--- config.mk ---
export PLATFORM = sky130hd
export DESIGN_NAME = rcc_config_regs
export DESIGN_NICKNAME = d
export VERILOG_FILES = /design/src/include/rcc_pkg.sv /design/src/rtl/rcc_sync.sv /design/src/rtl/rcc_config_regs.sv
export SDC_FILE = /design/constraint.sdc
export NUM_CORES = 1
export LEC_CHECK = 0
export BUFFER_PORTS_ARGS = -buffer_cell sky130_fd_sc_hd__buf_4
export CAP_MARGIN = 20
export CORE_UTILIZATION = 35
export DETAILED_ROUTE_END_ITERATION = 10
export GPL_TIMING_DRIVEN = 0
export SYNTH_ARGS = -nofsm -noshare
export SYNTH_HDL_FRONTEND = slang
export SYNTH_HIERARCHICAL = 1
export SYNTH_SLANG_ARGS = --single-unit
--- constraint.sdc ---
create_clock -name ref_clk -period 3.6 [get_ports ref_clk]
set_input_delay 0 -clock ref_clk [delete_from_list [all_inputs] [get_ports ref_clk]]
set_output_delay 0 -clock ref_clk [all_outputs]
set_load 0.02 [all_outputs]
--- src/include/rcc_pkg.sv ---
// Notes on behaviour
// - mode bit 7 of mode_and_channel: 0 receive, 1 transmit
// - channel bits 6:0 give 2400 MHz plus channel
// - power bits 4:3 select -20 to 0 dBm
// - bit 6 of data_function_control: 0 continuous, 1 burst
// - bit 5 of data_function_control: 0 250 kb/s, 1 1 Mb/s
// - bit 4 burst scrambling, x^7+x^4+1
// - bit 3 burst CRC-16, x^16+x^12+x^5+1
// - CRC fail clears FIFO unless bit 0 set
// - continuous mode: bit 4 of signal_strength_control refreshes level
// - detect pin high when level exceeds threshold
// - continuous mode: bit 5 of signal_strength_value enables gain control
// - continuous mode: bit 4 of signal_strength_value, 1 low gain
// - bits 3:0 of signal_strength_value show digitised level
// - two bytes, MSB first: write flag, address, data
`default_nettype none
package rcc_pkg;

   // ----------------------------------------
   // register offsets
   // ----------------------------------------
   localparam logic [6:0] OFS_MODE_CHAN  = 7'h00;
   localparam logic [6:0] OFS_PWR_XTAL   = 7'h01;
   localparam logic [6:0] OFS_DATA_FUNC  = 7'h02;
   localparam logic [6:0] OFS_STR_CTRL   = 7'h03;
   localparam logic [6:0] OFS_STR_VALUE  = 7'h04;

   // ----------------------------------------
   // reset values
   // ----------------------------------------
   localparam logic [7:0] RST_MODE_CHAN  = 8'h28;
   localparam logic [7:0] RST_PWR_XTAL   = 8'h03;
   localparam logic [7:0] RST_DATA_FUNC  = 8'h78;
   localparam logic [7:0] RST_STR_CTRL   = 8'h87;
   localparam logic [7:0] RST_STR_VALUE  = 8'h20;

   // ----------------------------------------
   // field positions
   // ----------------------------------------
   localparam int BIT_CHIP_MODE   = 7;
   localparam int CHAN_MSB        = 6;
   localparam int PWR_MSB         = 4;
   localparam int PWR_LSB         = 3;
   localparam int XTAL_MSB        = 2;
   localparam int BIT_BURST       = 6;
   localparam int BIT_RATE        = 5;
   localparam int BIT_SCRAMBLE    = 4;
   localparam int BIT_CRC         = 3;
   localparam int BIT_CRC_KEEP    = 0;
   localparam int BIT_REFRESH     = 4;
   localparam int THR_MSB         = 3;
   localparam int BIT_AGC         = 5;
   localparam int BIT_GAIN        = 4;
   localparam int LEVEL_MSB       = 3;

   // ----------------------------------------
   // serial framing and data path constants
   // ----------------------------------------
   localparam logic [4:0]  BITS_PER_BYTE  = 5'h08;
   localparam logic [4:0]  BITS_PER_XFER  = 5'h10;
   localparam logic [6:0]  SCR_SEED       = 7'h7F;
   localparam logic [15:0] CRC_SEED       = 16'hFFFF;
   localparam logic [15:0] CRC_POLY       = 16'h1021;

   typedef enum logic [1:0] {ST_IDLE, ST_ADDR, ST_DATA} rcc_state_type;

endpackage
`default_nettype wire

--- src/rtl/rcc_sync.sv ---
`timescale 1ns/100ps
`default_nettype none
module rcc_sync #(
   parameter int WIDTH = 1
) (
   // clock and reset
   input  wire logic             ref_clk,
   input  wire logic             sys_rst,
   // asynchronous in, synchronised out
   input  wire logic [WIDTH-1:0] async_in,
   output logic      [WIDTH-1:0] sync_out
);

   // ----------------------------------------
   // two flops per bit
   // ----------------------------------------
   genvar gi;
   generate
      for (gi = 0; gi < WIDTH; gi++) begin : g_bit
         logic meta_reg;
         logic meta_next;
         logic stab_reg;
         logic stab_next;
         // first flop is read only by the second
         always_comb begin
            meta_next = async_in[gi];
            stab_next = meta_reg;
         end
         always_ff @(posedge ref_clk or posedge sys_rst) begin
            if (sys_rst) begin
               meta_reg <= 1'b0;
               stab_reg <= 1'b0;
            end else begin
               meta_reg <= meta_next;
               stab_reg <= stab_next;
            end
         end
         assign sync_out[gi] = stab_reg;
      end
   endgenerate

endmodule
`default_nettype wire

--- src/rtl/rcc_config_regs.sv ---
`timescale 1ns/100ps
`default_nettype none
module rcc_config_regs (
   // clock and reset
   input  wire logic        ref_clk,
   input  wire logic        sys_rst,
   // three-wire serial port pins
   input  wire logic        cs_pin,
   input  wire logic        sclk_pin,
   input  wire logic        sdat_in,
   output logic             sdat_out,
   output logic             sdat_oe,
   // analog front end
   input  wire logic [3:0]  analog_strength_level,
   output logic             strength_detect_pin,
   output logic             auto_gain_enable,
   output logic             strength_gain_select,
   // radio configuration
   output logic             chip_transmit,
   output logic [6:0]       channel_number,
   output logic [1:0]       output_power_level,
   output logic [2:0]       reference_freq_select,
   output logic             burst_mode,
   output logic             bit_rate_select,
   output logic             scramble_enable,
   output logic             crc_enable,
   // bit-serial packet path
   input  wire logic        frame_start,
   input  wire logic        bit_valid,
   input  wire logic        bit_in,
   input  wire logic        packet_end,
   input  wire logic [15:0] rx_crc,
   output logic             scr_bit_out,
   output logic [15:0]      crc_value,
   output logic             crc_good,
   output logic             fifo_clear
);

   // ----------------------------------------
   // pin synchronisers
   // ----------------------------------------
   logic [6:0] sync_vec;
   rcc_sync #(.WIDTH(7)) u_sync (
      .ref_clk  (ref_clk),
      .sys_rst  (sys_rst),
      .async_in ({analog_strength_level, sdat_in, sclk_pin, cs_pin}),
      .sync_out (sync_vec)
   );
   logic       cs_s;
   logic       sclk_s;
   logic       sdat_s;
   logic [3:0] level_s;
   assign cs_s    = sync_vec[0];
   assign sclk_s  = sync_vec[1];
   assign sdat_s  = sync_vec[2];
   assign level_s = sync_vec[6:3];

   // ----------------------------------------
   // serial shifter state
   // ----------------------------------------
   rcc_pkg::rcc_state_type state_reg, state_next;
   logic       sclk_d_reg, sclk_d_next;
   logic [4:0] cnt_reg, cnt_next;
   logic [7:0] sin_reg, sin_next;
   logic [7:0] sout_reg, sout_next;
   logic       wr_reg, wr_next;
   logic [6:0] addr_reg, addr_next;
   logic       rise;
   logic       fall;
   logic       wr_strobe;
   logic [7:0] wr_data;

   // ----------------------------------------
   // register bank state
   // ----------------------------------------
   logic [7:0] mode_chan_reg, mode_chan_next;
   logic [7:0] pwr_xtal_reg, pwr_xtal_next;
   logic [7:0] data_func_reg, data_func_next;
   logic [7:0] str_ctrl_reg, str_ctrl_next;
   logic [3:0] str_hi_reg, str_hi_next;
   logic [3:0] held_reg, held_next;
   logic       detect_reg, detect_next;

   // read mux shared by the shifter load
   function automatic logic [7:0] read_mux(input logic [6:0] a, input logic [7:0] r0,
         input logic [7:0] r1, input logic [7:0] r2, input logic [7:0] r3,
         input logic [7:0] r4);
      case (a)
         rcc_pkg::OFS_MODE_CHAN: read_mux = r0;
         rcc_pkg::OFS_PWR_XTAL:  read_mux = r1;
         rcc_pkg::OFS_DATA_FUNC: read_mux = r2;
         rcc_pkg::OFS_STR_CTRL:  read_mux = r3;
         rcc_pkg::OFS_STR_VALUE: read_mux = r4;
         default:                read_mux = 8'h00;
      endcase
   endfunction

   assign rise = sclk_s & ~sclk_d_reg;
   assign fall = ~sclk_s & sclk_d_reg;

   // address byte then data byte, msb first; cs low aborts the transfer
   always_comb begin
      state_next  = state_reg;
      sclk_d_next = sclk_s;
      cnt_next    = cnt_reg;
      sin_next    = sin_reg;
      sout_next   = sout_reg;
      wr_next     = wr_reg;
      addr_next   = addr_reg;
      wr_strobe   = 1'b0;
      wr_data     = {sin_reg[6:0], sdat_s};
      case (state_reg)
         rcc_pkg::ST_IDLE: begin
            cnt_next = 5'h00;
            if (cs_s) begin
               state_next = rcc_pkg::ST_ADDR;
            end
         end
         rcc_pkg::ST_ADDR: begin
            if (!cs_s) begin
               state_next = rcc_pkg::ST_IDLE;
            end else if (rise) begin
               sin_next = {sin_reg[6:0], sdat_s};
               cnt_next = cnt_reg + 5'h01;
               if (cnt_reg == rcc_pkg::BITS_PER_BYTE - 5'h01) begin
                  wr_next    = sin_reg[6];
                  addr_next  = {sin_reg[5:0], sdat_s};
                  sout_next  = read_mux({sin_reg[5:0], sdat_s}, mode_chan_reg, pwr_xtal_reg,
                                        data_func_reg, str_ctrl_reg, {str_hi_reg, held_reg});
                  state_next = rcc_pkg::ST_DATA;
               end
            end
         end
         rcc_pkg::ST_DATA: begin
            if (!cs_s) begin
               state_next = rcc_pkg::ST_IDLE;
            end else if (rise && cnt_reg < rcc_pkg::BITS_PER_XFER) begin
               sin_next = {sin_reg[6:0], sdat_s};
               cnt_next = cnt_reg + 5'h01;
               // last data bit commits a write; no address auto increment
               if (cnt_reg == rcc_pkg::BITS_PER_XFER - 5'h01) begin
                  wr_strobe = wr_reg;
               end
            end else if (fall && cnt_reg > rcc_pkg::BITS_PER_BYTE) begin
               sout_next = {sout_reg[6:0], 1'b0};
            end
         end
         default: begin
            state_next = rcc_pkg::ST_IDLE;
         end
      endcase
   end

   always_ff @(posedge ref_clk or posedge sys_rst) begin
      if (sys_rst) begin
         state_reg  <= rcc_pkg::ST_IDLE;
         sclk_d_reg <= 1'b0;
         cnt_reg    <= 5'h00;
         sin_reg    <= 8'h00;
         sout_reg   <= 8'h00;
         wr_reg     <= 1'b0;
         addr_reg   <= 7'h00;
      end else begin
         state_reg  <= state_next;
         sclk_d_reg <= sclk_d_next;
         cnt_reg    <= cnt_next;
         sin_reg    <= sin_next;
         sout_reg   <= sout_next;
         wr_reg     <= wr_next;
         addr_reg   <= addr_next;
      end
   end

   // drive the data byte only while a read is in its data phase
   assign sdat_oe  = (state_reg == rcc_pkg::ST_DATA) && !wr_reg &&
                     (cnt_reg < rcc_pkg::BITS_PER_XFER);
   assign sdat_out = sout_reg[7];

   // ----------------------------------------
   // register bank and strength logic
   // ----------------------------------------
   // bits 3:0 of the value register are not stored: they show the held level
   always_comb begin
      mode_chan_next = mode_chan_reg;
      pwr_xtal_next  = pwr_xtal_reg;
      data_func_next = data_func_reg;
      str_ctrl_next  = str_ctrl_reg;
      str_hi_next    = str_hi_reg;
      if (wr_strobe) begin
         case (addr_reg)
            rcc_pkg::OFS_MODE_CHAN: mode_chan_next = wr_data;
            rcc_pkg::OFS_PWR_XTAL:  pwr_xtal_next  = wr_data;
            rcc_pkg::OFS_DATA_FUNC: data_func_next = wr_data;
            rcc_pkg::OFS_STR_CTRL:  str_ctrl_next  = wr_data;
            rcc_pkg::OFS_STR_VALUE: str_hi_next    = wr_data[7:4];
            default: begin
               str_hi_next = str_hi_reg;
            end
         endcase
      end
      // burst mode always tracks; continuous mode follows the refresh bit
      held_next = (!burst_mode && !str_ctrl_reg[rcc_pkg::BIT_REFRESH]) ? held_reg
                                                                      : level_s;
      detect_next = held_reg > str_ctrl_reg[rcc_pkg::THR_MSB:0];
   end

   always_ff @(posedge ref_clk or posedge sys_rst) begin
      if (sys_rst) begin
         mode_chan_reg <= rcc_pkg::RST_MODE_CHAN;
         pwr_xtal_reg  <= rcc_pkg::RST_PWR_XTAL;
         data_func_reg <= rcc_pkg::RST_DATA_FUNC;
         str_ctrl_reg  <= rcc_pkg::RST_STR_CTRL;
         str_hi_reg    <= rcc_pkg::RST_STR_VALUE[7:4];
         held_reg      <= rcc_pkg::RST_STR_VALUE[3:0];
         detect_reg    <= 1'b0;
      end else begin
         mode_chan_reg <= mode_chan_next;
         pwr_xtal_reg  <= pwr_xtal_next;
         data_func_reg <= data_func_next;
         str_ctrl_reg  <= str_ctrl_next;
         str_hi_reg    <= str_hi_next;
         held_reg      <= held_next;
         detect_reg    <= detect_next;
      end
   end

   // ----------------------------------------
   // configuration outputs
   // ----------------------------------------
   assign chip_transmit         = mode_chan_reg[rcc_pkg::BIT_CHIP_MODE];
   assign channel_number        = mode_chan_reg[rcc_pkg::CHAN_MSB:0];
   assign output_power_level    = pwr_xtal_reg[rcc_pkg::PWR_MSB:rcc_pkg::PWR_LSB];
   assign reference_freq_select = pwr_xtal_reg[rcc_pkg::XTAL_MSB:0];
   assign burst_mode            = data_func_reg[rcc_pkg::BIT_BURST];
   assign bit_rate_select       = data_func_reg[rcc_pkg::BIT_RATE];
   assign scramble_enable       = burst_mode & data_func_reg[rcc_pkg::BIT_SCRAMBLE];
   assign crc_enable            = burst_mode & data_func_reg[rcc_pkg::BIT_CRC];
   assign auto_gain_enable      = !burst_mode & str_hi_reg[rcc_pkg::BIT_AGC - 4];
   assign strength_gain_select  = !burst_mode & str_hi_reg[rcc_pkg::BIT_GAIN - 4];
   assign strength_detect_pin   = detect_reg;

   // ----------------------------------------
   // scrambler and crc engine
   // ----------------------------------------
   logic [6:0]  scr_reg, scr_next;
   logic        sbit_reg, sbit_next;
   logic [15:0] crc_reg, crc_next;
   logic        good_reg, good_next;
   logic        clear_reg, clear_next;
   logic        scr_fb;
   logic        crc_fb;
   logic        crc_bad;

   // both shift registers restart from all ones at every frame start
   always_comb begin
      scr_next   = scr_reg;
      sbit_next  = sbit_reg;
      crc_next   = crc_reg;
      scr_fb     = scr_reg[6] ^ scr_reg[3];
      crc_fb     = crc_reg[15] ^ bit_in;
      crc_bad    = crc_enable && !chip_transmit && (crc_reg != rx_crc);
      good_next  = packet_end && crc_enable && !chip_transmit && !crc_bad;
      clear_next = packet_end && crc_bad &&
                   !data_func_reg[rcc_pkg::BIT_CRC_KEEP];
      if (frame_start) begin
         scr_next = rcc_pkg::SCR_SEED;
         crc_next = rcc_pkg::CRC_SEED;
      end else if (bit_valid) begin
         scr_next  = {scr_reg[5:0], scr_fb};
         sbit_next = scramble_enable ? (bit_in ^ scr_fb) : bit_in;
         if (crc_enable) begin
            crc_next = {crc_reg[14:0], 1'b0} ^ (crc_fb ? rcc_pkg::CRC_POLY : 16'h0000);
         end
      end
   end

   always_ff @(posedge ref_clk or posedge sys_rst) begin
      if (sys_rst) begin
         scr_reg   <= rcc_pkg::SCR_SEED;
         sbit_reg  <= 1'b0;
         crc_reg   <= rcc_pkg::CRC_SEED;
         good_reg  <= 1'b0;
         clear_reg <= 1'b0;
      end else begin
         scr_reg   <= scr_next;
         sbit_reg  <= sbit_next;
         crc_reg   <= crc_next;
         good_reg  <= good_next;
         clear_reg <= clear_next;
      end
   end

   assign scr_bit_out = sbit_reg;
   assign crc_value   = crc_reg;
   assign crc_good    = good_reg;
   assign fifo_clear  = clear_reg;
endmodule
`default_nettype wire

Yosys cells after proc, flatten, opt, wreduce, memory -nomap -nowiden

Cells that the tools add are included.

$add $sub $neg: 1
$lt $le $gt $ge: 3
Equality and inequality tests: 24
Muxes and demuxes: 35
Bitwise gates (word level): 13
Reduce and logical (&&, ||, !) cells: 37

Operator list:

| kind               | count |
|---|---|
| $mux 16            | 3 |
| $mux 8             | 6 |
| $mux 7             | 6 |
| $pmux 8 s5         | 1 |
| $eq 7x2->1 const B | 4 |
| $mux 5             | 4 |
| $ne 16x16->1       | 1 |
| $pmux 8 s2         | 1 |
| $xor 16x13->16     | 1 |
| $pmux 5 s3         | 1 |
| $eq 7x1->1 const B | 2 |
| $eq 7x3->1 const B | 2 |
| $logic_not 7->1    | 2 |
| $pmux 7 s2         | 1 |
| $reduce_and 2->1   | 7 |
| $mux 13            | 1 |
| $logic_and 1x1->1  | 12 |
| $ne 2x2->1 const B | 6 |
| $mux 2             | 5 |
| $reduce_and 5->1   | 2 |
| $reduce_and 4->1   | 2 |
| $reduce_and 7->1   | 1 |
| $and 1x1->1        | 6 |
| $logic_not 1->1    | 6 |
| other kinds (17)   | 30 |

Bits in registers: 112
Input bits: 29
Output and inout bits: 41
Word-level logic and storage cells: 146

Depth between registers and ports, before layout

Gate-level depths: netlist of run 1.

Word-level depth: 7
Mapped depth: 7
Depth with buffers taken out: 7

Cells and area by module

Netlist of run 1, hierarchy kept.

By module, submodules not included:

| module          | times used | cells each | area an instance (µm²) | sequential area each (µm²) |
|---|---|---|---|---|
| rcc_config_regs | 1          | 453        | 5082.4                 | 2497.4 |
| rcc_sync        | 1          | 22         | 406.6                  | 350.3 |

Worst setup path before layout of run 1

No wires, ideal clock.

Path kind: reg-to-reg
Start point: register cnt_reg[0]
End point: register pwr_xtal_reg[2]
Setup time: 125 ps
Arrival time: 2106 ps
Data required time: 3475 ps
Slack: 1369 ps
Stages on the path, launching flop included: 8
Path buffers: 0
Period minus slack after synthesis: 2231 ps
Cell sequence: dfrtp_1 > ha_1 > and3_1 > ha_1 > and4bb_2 > nand4b_4 > nor4b_4 > mux2_2

Word-level cells in the longest chain between the ends: 6
Elaborated cells between the ends (all ways): 8
Classes of those cells: order compare: 1; eq/ne: 1; mux: 4; reduce/logical: 2

Ends and longest elaborated chain:

| element                                     | RTL line                                       | text |
|---|---|---|
| start, declared                             | rcc_config_regs.sv:63                          | `logic [4:0] cnt_reg, cnt_next;` |
| start signal, assigned                      | rcc_config_regs.sv:166                         | `cnt_reg <= cnt_next;` |
| $lt 5x5->1 or $eq 5x4->1 (tied branches)    | rcc_config_regs.sv:137, rcc_config_regs.sv:141 |  |
| $logic_and 1x1->1 or $mux 1 (tied branches) | rcc_config_regs.sv:137, rcc_config_regs.sv:141 |  |
| $mux 1 *                                    | rcc_config_regs.sv:137                         | `end else if (rise && cnt_reg < rcc_pkg::BITS_PER_XFER) begin` |
| $mux 1 *                                    | rcc_config_regs.sv:135                         | `if (!cs_s) begin` |
| $mux 1 *                                    | rcc_config_regs.sv:112                         | `case (state_reg)` |
| $reduce_and 2->1 (no line) *                | n/a                                            |  |
| end signal, assigned                        | rcc_config_regs.sv:210                         | `pwr_xtal_reg <= rcc_pkg::RST_PWR_XTAL;` |
| end signal, assigned                        | rcc_config_regs.sv:218                         | `pwr_xtal_reg <= pwr_xtal_next;` |
| end, declared                               | rcc_config_regs.sv:77                          | `logic [7:0] pwr_xtal_reg, pwr_xtal_next;` |

Mark *: on every way between the ends. The rest lies on a longest branch, timed or not.
A chain may end at the register's enable or synchronous reset.

Final worst setup path of run 1

Start point: register cnt_reg[1]
End point: register pwr_xtal_reg[7]

The elaborated chain is that of the path after synthesis.

==> results of run 1 <==
worst max-delay path, cell delays in order, from the launching register on:
cell,delay [ps]
dfrtp_1,390
ha_1,240
and3_1,180
ha_1,140
and4bb_2,260
nand4b_4,230
nor4b_4,680
mux2_2,410
how the worst max path moves through the flow:
stage,to,from,cells past startpoint
2_1_floorplan,addr_reg[0]$_DFFE_PP0P_,sys_rst,1
3_3_place_gp,scr_bit_out$_DFFE_PP0P_,sys_rst,2
3_5_place_dp,pwr_xtal_reg[7]$_DFFE_PP0P_,cnt_reg[1]$_DFFE_PP0P_,7
4_1_cts,pwr_xtal_reg[7]$_DFFE_PP0P_,cnt_reg[1]$_DFFE_PP0P_,7
5_1_grt,pwr_xtal_reg[4]$_DFFE_PP0P_,cnt_reg[1]$_DFFE_PP0P_,7
6_report,pwr_xtal_reg[7]$_DFFE_PP0P_,cnt_reg[1]$_DFFE_PP0P_,7
layer usage:
| layer | vias to the layer above | GRT usage [%] | part of all wire, % |
|---|---|---|---|
| met5 | - | 0 | 0 |
| met4 | 0 | 7.70 | 2.1 |
| met3 | 18 | 2.81 | 3.9 |
| met2 | 101 | 27.4 | 48 |
| met1 | 1933 | 21.5 | 46 |
| li1 | 1853 | - | - |
area by class of cell:
cell class	count	area, um2	share of cell area, %
Clock buffer	10	229	3.43
Inverter	18	70.1	1.05
Sequential cell	112	2850	42.6
Buffer	33	175	2.62
Timing Repair Buffer	81	653	9.77
Clock inverter	6	45.0	0.674
Tap cell	211	264	3.95
Multi-Input combinational cell	312	2400	35.9
through the flow:
step | worst slack [ps] | instances
global placement | -93.4 | 754
floorplan | 1100 | 475
finish | 957 | 783
global route | 803 | 783
CTS | 972 | 782
detailed placement | 976 | 755
Yosys cell counts, types with 2 or more instances:
cell type	count
a211o_1	9
a21o_1	2
a21oi_1	3
a22oi_1	3
a31oi_1	4
a32o_1	7
a41oi_1	3
and2_1	3
and3_1	2
buf_2	5
buf_4	12
clkbuf_1	15
dfrtp_1	76
dfstp_2	36
ha_1	10
inv_1	18
mux2_2	60
mux2i_1	2
nand2_1	61
nand2b_1	5
nand3_1	18
nand3b_1	17
nand4_1	3
nand4b_1	3
nor2_1	12
nor2b_1	12
nor4_1	4
nor4b_4	3
o211ai_1	3
o21a_1	4
o21ai_0	12
o31ai_1	3
or2_2	2
or3_1	3
or3b_2	2
xnor2_1	4
xor2_1	17
kinds of logic after synthesis:
family          Yosys count  share of synthesized area [%]
simple gates            162                           17.6
flops                   112                           51.9
mux                      63                           12.9
compound gates           56                           7.64
buf+inv                  51                           4.42
xor+xnor                 21                           3.35
fa+ha+maj                10                           2.28
power breakdown:
group | internal, uW | total (uW) | switching [uW]
logic | 218 | 585 | 367
clock network | 474 | 943 | 469
registers | 1330 | 1390 | 65.9
total | 2020 | 2920 | 902
==> results.json, run 1 <==
{
  "antenna_cells": 0,
  "synth-seq-area-share_pct": 51.9,
  "status": "complete, no violations",
  "syn_to_final_growth_pct": 21.7,
  "netlist_instances": 475,
  "hpwl_mm": 8.95,
  "hold_depth": 5,
  "maxSlewViolCount": 0,
  "cts_tree": "yes",
  "fin_area_um2": 6680,
  "grt_pass1_vias": 3925,
  "grtUsageTotal_pct": 16.7,
  "grt_pass1_wl_mm": 20.4,
  "critPathLaunchType": "flip-flop",
  "fmax_mhz": 378,
  "dieArea_um2": 16200,
  "largest_register_ff_count": 16,
  "leakage_uw": 0.00298,
  "ctsLongestPathBuffers": 2,
  "syn_avg_cell_area_um2": 11.6,
  "yosysWarnings": 6,
  "hold_viol_final": 0,
  "antenna_found_initial": 0,
  "drive_gt1_share_pct": 37.2,
  "hold_slack_ps": 105,
  "design.portCount": 70,
  "layout.nets": 606,
  "ys_seq_elements": 112,
  "crit_type": "reg2reg",
  "nFillCells": 1422,
  "cp.required_ps": 3850,
  "r2r_slack_ps": 960,
  "core_um2": 15300,
  "synth_top_area_share_pct": 34.6,
  "syn_nets": 514,
  "r2r-end": "pwr_xtal_reg[7]$_DFFE_PP0P_",
  "post-route-period-util_pct": 73.4,
  "synth_flop_cell": "dfrtp_1",
  "cts_sinks": 112,
  "grt_max_degree": 75,
  "yosys.area.top_type": "dfrtp_1",
  "ctsHoldBuffers": 11,
  "final_util_pct": 43.8,
  "clk_pin_slew_ps": 70,
  "postPlaceCellArea_um2": 6290,
  "routabilityCongestion": 0.826,
  "cp_max_fo": 8,
  "drc": 0,
  "via_count": 3905,
  "fin_crit_ps": 2640,
  "hold-path-endpoint": "crc_good$_DFF_PP0_",
  "wl_mm": 12.7,
  "clockRootBuffer": "clkbuf_16",
  "yosys-top-cells-area": "dfrtp_1, dfstp_2, mux2_2",
  "rr_startpoint": "cnt_reg[1]$_DFFE_PP0P_",
  "portBuffers": 68,
  "synth_cell_types": 54,
  "worstPathArrival_ps": 2890,
  "cap_violations": 0,
  "layout_commonest_cell": "buf_4",
  "ir_worst_vdd_mv": 0.255,
  "routed_via_density": 4.99,
  "die_w_um": 127,
  "cp-end-kind": "flip-flop",
  "ant_nets": 0,
  "rows": 45,
  "cts_inserted_buffers": 9,
  "worst_clock_skew_ps": 9.87,
  "async_flop_share_pct": 100,
  "drtPass1Iterations": 5,
  "cts_resized": 0,
  "netlist_area_um2": 5490,
  "htreeDepth": 3,
  "tightest_slew_ps": 833,
  "first_iter_violations": 316,
  "cts_setup_buffers": 0,
  "min_from": "rx_crc[0]",
  "grt_overflow_total": 0,
  "slew_headroom_pct": 44.5,
  "start_util_pct": 36.0,
  "die_y_um": 127,
  "p_per_area_nw_per_um2": 437,
  "fin_setup_tns_ps": 0,
  "rsz0062_at_grt": "false",
  "wl_per_cell_um": 16.2,
  "setup_viol": 0,
  "synth_edf_count": 0,
  "p_total_uw": 2920,
  "insertion_delay_ps": 360,
  "min-delay-path-class": "in2reg",
  "rr_worst_depth": 7,
  "layout_common_cells": "buf_4, dfrtp_1, nand2_1"
}
Note: power is estimated with default switching activity, not from simulation.
==> run 2, diff against run 1 <==
Clock period 3.6 ns to 2.4 ns, I/O delays scaled along.
==> run 2 against run 1 <==
Against the previous run:
- die area unchanged
- critical path depth stayed put
- highest routed layer unchanged
- register-to-register slack worse by 850 ps
- clock power grew 61%
- worst hold slack better by 1.8 ps
- critical endpoint is now str_hi_reg[3]$_DFFE_PP0P_
- flip-flop and latch count is the same
- count of clock-buffer cells in the layout grew 3
- final area grew 2.0%
- total power is 54% higher
- fmax increased by 15%
==> results.json, run 2 (same netlist as run 1, synthesis figures left out) <==
{
  "clk_pin_slew_ps": 70,
  "ir_worst_vdd_mv": 0.380,
  "grt_max_degree": 39,
  "design.portCount": 70,
  "die_w_um": 127,
  "hold_viol_final": 0,
  "start_util_pct": 36.0,
  "ant_nets": 0,
  "max_stage_delay_ps": 460,
  "r2r_slack_ps": 110,
  "stdcell_count": 791,
  "layout_common_cells": "buf_4, dfrtp_1, nand2_1",
  "grt_pass1_vias": 3923,
  "min_from": "bit_valid",
  "place_inst": 756,
  "p_per_area_nw_per_um2": 661,
  "grtUsageTotal_pct": 16.5,
  "layout_commonest_cell": "buf_4",
  "nFillCells": 1426,
  "antenna_found_initial": 0,
  "routed_via_density": 4.93,
  "slowest_stage": "nor4b_4",
  "portBuffers": 68,
  "via_count": 3898,
  "cts_tree": "yes",
  "first_iter_violations": 310,
  "tightest_slew_ps": 1080,
  "grt_pass1_wl_mm": 20.5,
  "worst_clock_skew_ps": 7.98,
  "htreeDepth": 3,
  "wl_per_cell_um": 15.9,
  "postPlaceCellArea_um2": 6310,
  "drtPass1Iterations": 4,
  "status": "complete, no violations",
  "syn_to_final_growth_pct": 24.2,
  "hold-path-endpoint": "scr_reg[2]$_DFFE_PP1P_",
  "wl_mm": 12.6,
  "cp_max_fo": 5,
  "fin_setup_tns_ps": 0,
  "fmax_mhz": 436,
  "worstPathArrival_ps": 2530,
  "r2r-end": "str_hi_reg[3]$_DFFE_PP0P_",
  "rr_worst_depth": 7,
  "hold_depth": 3,
  "regArea_um2": 2850,
  "antenna_cells": 0,
  "multi_input_area_um2": 2400,
  "cp-end-kind": "flip-flop",
  "critPathLaunchType": "flip-flop",
  "crit_type": "reg2reg",
  "critPathBufInv": 0,
  "slew_headroom_pct": 27.5,
  "worstPathCellList": "ha_2 > and3_1 > ha_1 > and4bb_2 > nand4b_4 > nor4b_4 > mux2_2",
  "grt_overflow_total": 0,
  "setup_viol": 0,
  "critical-path-top-delay-family": "simple AND/OR/NAND/NOR gates",
  "maxSlewViolCount": 0,
  "ctsLongestPathBuffers": 2,
  "cts_inserted_buffers": 9,
  "core_um2": 15300,
  "cp.required_ps": 2640,
  "fin_crit_ps": 2290,
  "die_y_um": 127,
  "post-route-period-util_pct": 95.5,
  "final_util_pct": 44.7,
  "layout.nets": 614,
  "min-delay-path-class": "in2reg",
  "cap_violations": 0,
  "drive_gt1_share_pct": 38.1,
  "rr_startpoint": "cnt_reg[0]$_DFFE_PP0P_",
  "cts_sinks": 112,
  "insertion_delay_ps": 350,
  "drc": 0,
  "hpwl_mm": 8.93,
  "leakage_uw": 0.00304,
  "fin_area_um2": 6820,
  "hold_slack_ps": 107,
  "rows": 45,
  "clockRootBuffer": "clkbuf_16",
  "largest_register_ff_count": 16,
  "dieArea_um2": 16200,
  "routabilityCongestion": 0.836
}
run 2: what timing repair did:
item / in CTS / in global routing
setup buffers: 4 / 4
cloned: 0 / 0
endpoints found under the setup margin: 29 / 34
pin swaps: 5 / 5
gates resized for setup: 1 / 0
hold buffers: 11 / 0
endpoints found under the hold margin: 49 / 0
run 2: layout make-up:
| cell class | count | area share, % |
|---|---|---|
| clock inverters | 3 | 0.587 |
| inverters | 18 | 1.05 |
| plain buffers | 33 | 2.57 |
| well taps | 211 | 3.87 |
| clock buffers | 13 | 3.82 |
| multi-input cells | 312 | 35.2 |
| flip-flops and latches | 112 | 41.8 |
| repair buffers | 89 | 11.1 |
run 2: stage by stage:
stage	setup slack, ps	total power (uW)
after detailed placement	-177	2990
after global routing	-13.5	4740
after global placement	-147	2950
after floorplan	169	2700
after CTS	4.27	4540
final	107	4510
run 2: routing by layer:
metal  GRT usage [%]  up-vias  part of all wire (%)
met3            4.98       11                   5.1
met4            4.90        0                   1.2
met1            20.7     1917                    45
met2            27.4      111                    49
met5               0        -                     0
li1                -     1859                     -
run 2: worst max-delay path by stage:
stage	depth (start not counted)	slack [ps]	start	to
after floorplan	7	170	cnt_reg[0]$_DFFE_PP0P_	pwr_xtal_reg[2]$_DFFE_PP0P_
after global placement	7	-150	cnt_reg[0]$_DFFE_PP0P_	pwr_xtal_reg[3]$_DFFE_PP0P_
after detailed placement	7	-180	cnt_reg[1]$_DFFE_PP0P_	pwr_xtal_reg[6]$_DFFE_PP0P_
after CTS	8	4	cnt_reg[1]$_DFFE_PP0P_	mode_chan_reg[1]$_DFFE_PP0P_
after global routing	7	-10	cnt_reg[0]$_DFFE_PP0P_	str_hi_reg[0]$_DFFE_PP0P_
final	7	110	cnt_reg[0]$_DFFE_PP0P_	str_hi_reg[3]$_DFFE_PP0P_
run 2: worst register-to-register path, delay by kind of cell, from the launching register on:
| kind | cells | cell delay (ps) |
|---|---|---|
| and+or+nand+nor | 4 | 1080 |
| DFF | 1 | 380 |
| muxes | 1 | 380 |
| adders and majority gates | 2 | 330 |
run 2: power by group:
group          internal, uW  leakage [uW]  switching, uW  total [uW]
Clock                   865      0.000150            655        1520
Sequential             1990       0.00139           92.7        2080
Combinational           344       0.00150            563         907
==> run 3, diff against run 2 <==
Settings changed: CTS_BUF_LIST set to sky130_fd_sc_hd__clkbuf_4.
==> run 3 against run 2 <==
Against the previous run:
- worst hold slack lost 2.8 ps
- register-to-register slack hardly changed
- clock power fell by 40%
- sequential share of layout area is 0.92 points higher
- critical endpoint is now data_func_reg[7]$_DFFE_PP0P_
- largest power group unchanged
==> results.json, run 3 (same netlist as run 1, synthesis figures left out) <==
{
  "rows": 45,
  "grtUsageTotal_pct": 16.5,
  "wl_mm": 12.6,
  "die_y_um": 127,
  "final_util_pct": 43.7,
  "wl_per_cell_um": 15.9,
  "status": "complete, no violations",
  "htreeDepth": 3,
  "via_count": 3893,
  "p_total_uw": 3910,
  "grt_pass1_wl_mm": 20.5,
  "layout_common_cells": "buf_4, dfrtp_1, nand2_1",
  "hold_viol_final": 0,
  "rsz0062_at_grt": "false",
  "hold_slack_ps": 104,
  "fmax_mhz": 436,
  "core_um2": 15300,
  "setup_viol": 0,
  "design.portCount": 70,
  "cap_violations": 0,
  "antenna_found_initial": 0,
  "routed_via_density": 4.91,
  "drc": 0,
  "clockRootBuffer": "clkbuf_4",
  "post-route-period-util_pct": 95.7,
  "maxSlewViolCount": 0,
  "cp-endpoint": "data_func_reg[7]$_DFFE_PP0P_",
  "ir_worst_vdd_mv": 0.374,
  "met2_usage_pct": 27.6,
  "fin_setup_tns_ps": 0,
  "worstPathCellList": "ha_2 > and3_1 > ha_1 > and4bb_2 > nand4b_4 > nor4b_4 > buf_4 > mux2_2",
  "routabilityCongestion": 0.836,
  "cts_inserted_buffers": 9,
  "met3_usage_pct": 4.94,
  "grt_overflow_total": 0,
  "leakage_uw": 0.00298,
  "portBuffers": 68,
  "drive_gt1_share_pct": 37.8,
  "dieArea_um2": 16200,
  "syn_to_final_growth_pct": 21.5,
  "min-delay-path-class": "in2async",
  "rr_worst_depth": 8,
  "cts_tree": "yes",
  "antenna_cells": 0,
  "place_inst": 756,
  "top_usage_layer": "met2",
  "layout.nets": 616,
  "r2r-end": "data_func_reg[7]$_DFFE_PP0P_",
  "cts_sinks": 112,
  "start_util_pct": 36.0,
  "tightest_slew_ps": 1050,
  "max_stage_delay_ps": 400,
  "drtPass1Iterations": 4,
  "met1_usage_pct": 20.6,
  "cp_max_fo": 6,
  "largest_register_ff_count": 16,
  "critPathLaunchType": "flip-flop",
  "die_w_um": 127,
  "insertion_delay_ps": 480,
  "layout_commonest_cell": "buf_4",
  "slew_headroom_pct": 29.7,
  "rr_startpoint": "cnt_reg[1]$_DFFE_PP0P_",
  "stdcell_count": 793,
  "nFillCells": 1445,
  "p_per_area_nw_per_um2": 586,
  "worstPathArrival_ps": 2670,
  "clk_pin_slew_ps": 150,
  "hpwl_mm": 8.93,
  "crit_type": "reg2reg",
  "cp.required_ps": 2780,
  "fin_crit_ps": 2300,
  "startpoint": "cnt_reg[1]$_DFFE_PP0P_",
  "first_iter_violations": 253,
  "grt_pass1_vias": 3960,
  "ctsLongestPathBuffers": 2,
  "ant_nets": 0,
  "r2r_slack_ps": 100,
  "cp-end-kind": "flip-flop",
  "grt_max_degree": 39,
  "worst_clock_skew_ps": 17.3,
  "slowest_stage": "dfrtp_1"
}
run 3: cell count changes in the layout (fill, tap and decap cells not counted):
| cell | before | now |
|---|---|---|
| clkbuf_4 | 0 | 11 |
| clkbuf_16 | 9 | 0 |
| dlygate4sd3_1 | 11 | 14 |
| clkbuf_1 | 17 | 15 |
| clkbuf_8 | 2 | 0 |
| clkinv_1 | 0 | 2 |
| buf_4 | 85 | 84 |
run 3: layout make-up:
class                   count  area [um2]  area share [%]
inverters                  18        71.3            1.07
clock buffers              11        82.6            1.24
repair buffers             91         781            11.7
well taps                 211         264            3.96
multi-input cells         312        2400            36.0
flip-flops and latches    112        2850            42.7
plain buffers              33         175            2.63
clock inverters             5        47.5           0.713
run 3: report_power, final:
| part | internal [uW] | switching (uW) | total, uW |
|---|---|---|---|
| logic | 345 | 565 | 910 |
| clock network | 332 | 584 | 917 |
| registers | 1990 | 91.6 | 2080 |
| total | 2670 | 1240 | 3910 |
run 3: layer usage:
layer	part of all wire [%]	routed length [um]	up-vias
met2	49	6110	115
met5	0	0	-
met3	5.7	711	12
met4	1.3	166	0
met1	44	5590	1912
li1	-	-	1854
run 3: worst min path at each step:
stage	endpoint	cells after the start	start	slack [ps]
after global placement	u_sync/g_bit[1].meta_reg$_DFF_PP0_	2	sys_rst	80
final	u_sync/g_bit[4].meta_reg$_DFF_PP0_	3	sys_rst	100
after floorplan	u_sync/g_bit[0].meta_reg$_DFF_PP0_	1	sys_rst	-110
after detailed placement	u_sync/g_bit[0].meta_reg$_DFF_PP0_	2	sys_rst	90
after CTS	fifo_clear$_DFF_PP0_	5	rx_crc[5]	70
after global routing	u_sync/g_bit[6].meta_reg$_DFF_PP0_	2	analog_strength_level[3]	110
run 3: timing repair:
action	CTS	global route
hold endpoints to repair	82	0
setup endpoints to repair	31	32
hold buffers	14	0
buffers inserted	6	1
resized for setup	0	1
pin swaps	5	5
run 3: through the flow:
step           cell area, um2  worst slack, ps
4_1_cts                  6650             22.8
3_3_place_gp             6270             -147
6_report                 6670              104
2_1_floorplan            5490              169
3_5_place_dp             6310             -177
5_1_grt                  6670             2.83
run 3: critical path: cells and delay by family, from the launching register on:
family | cells | cell delay (ps)
adders and majority gates | 2 | 340
and+or+nand+nor | 4 | 910
DFF | 1 | 400
muxes | 1 | 330
buffers and inverters | 1 | 210
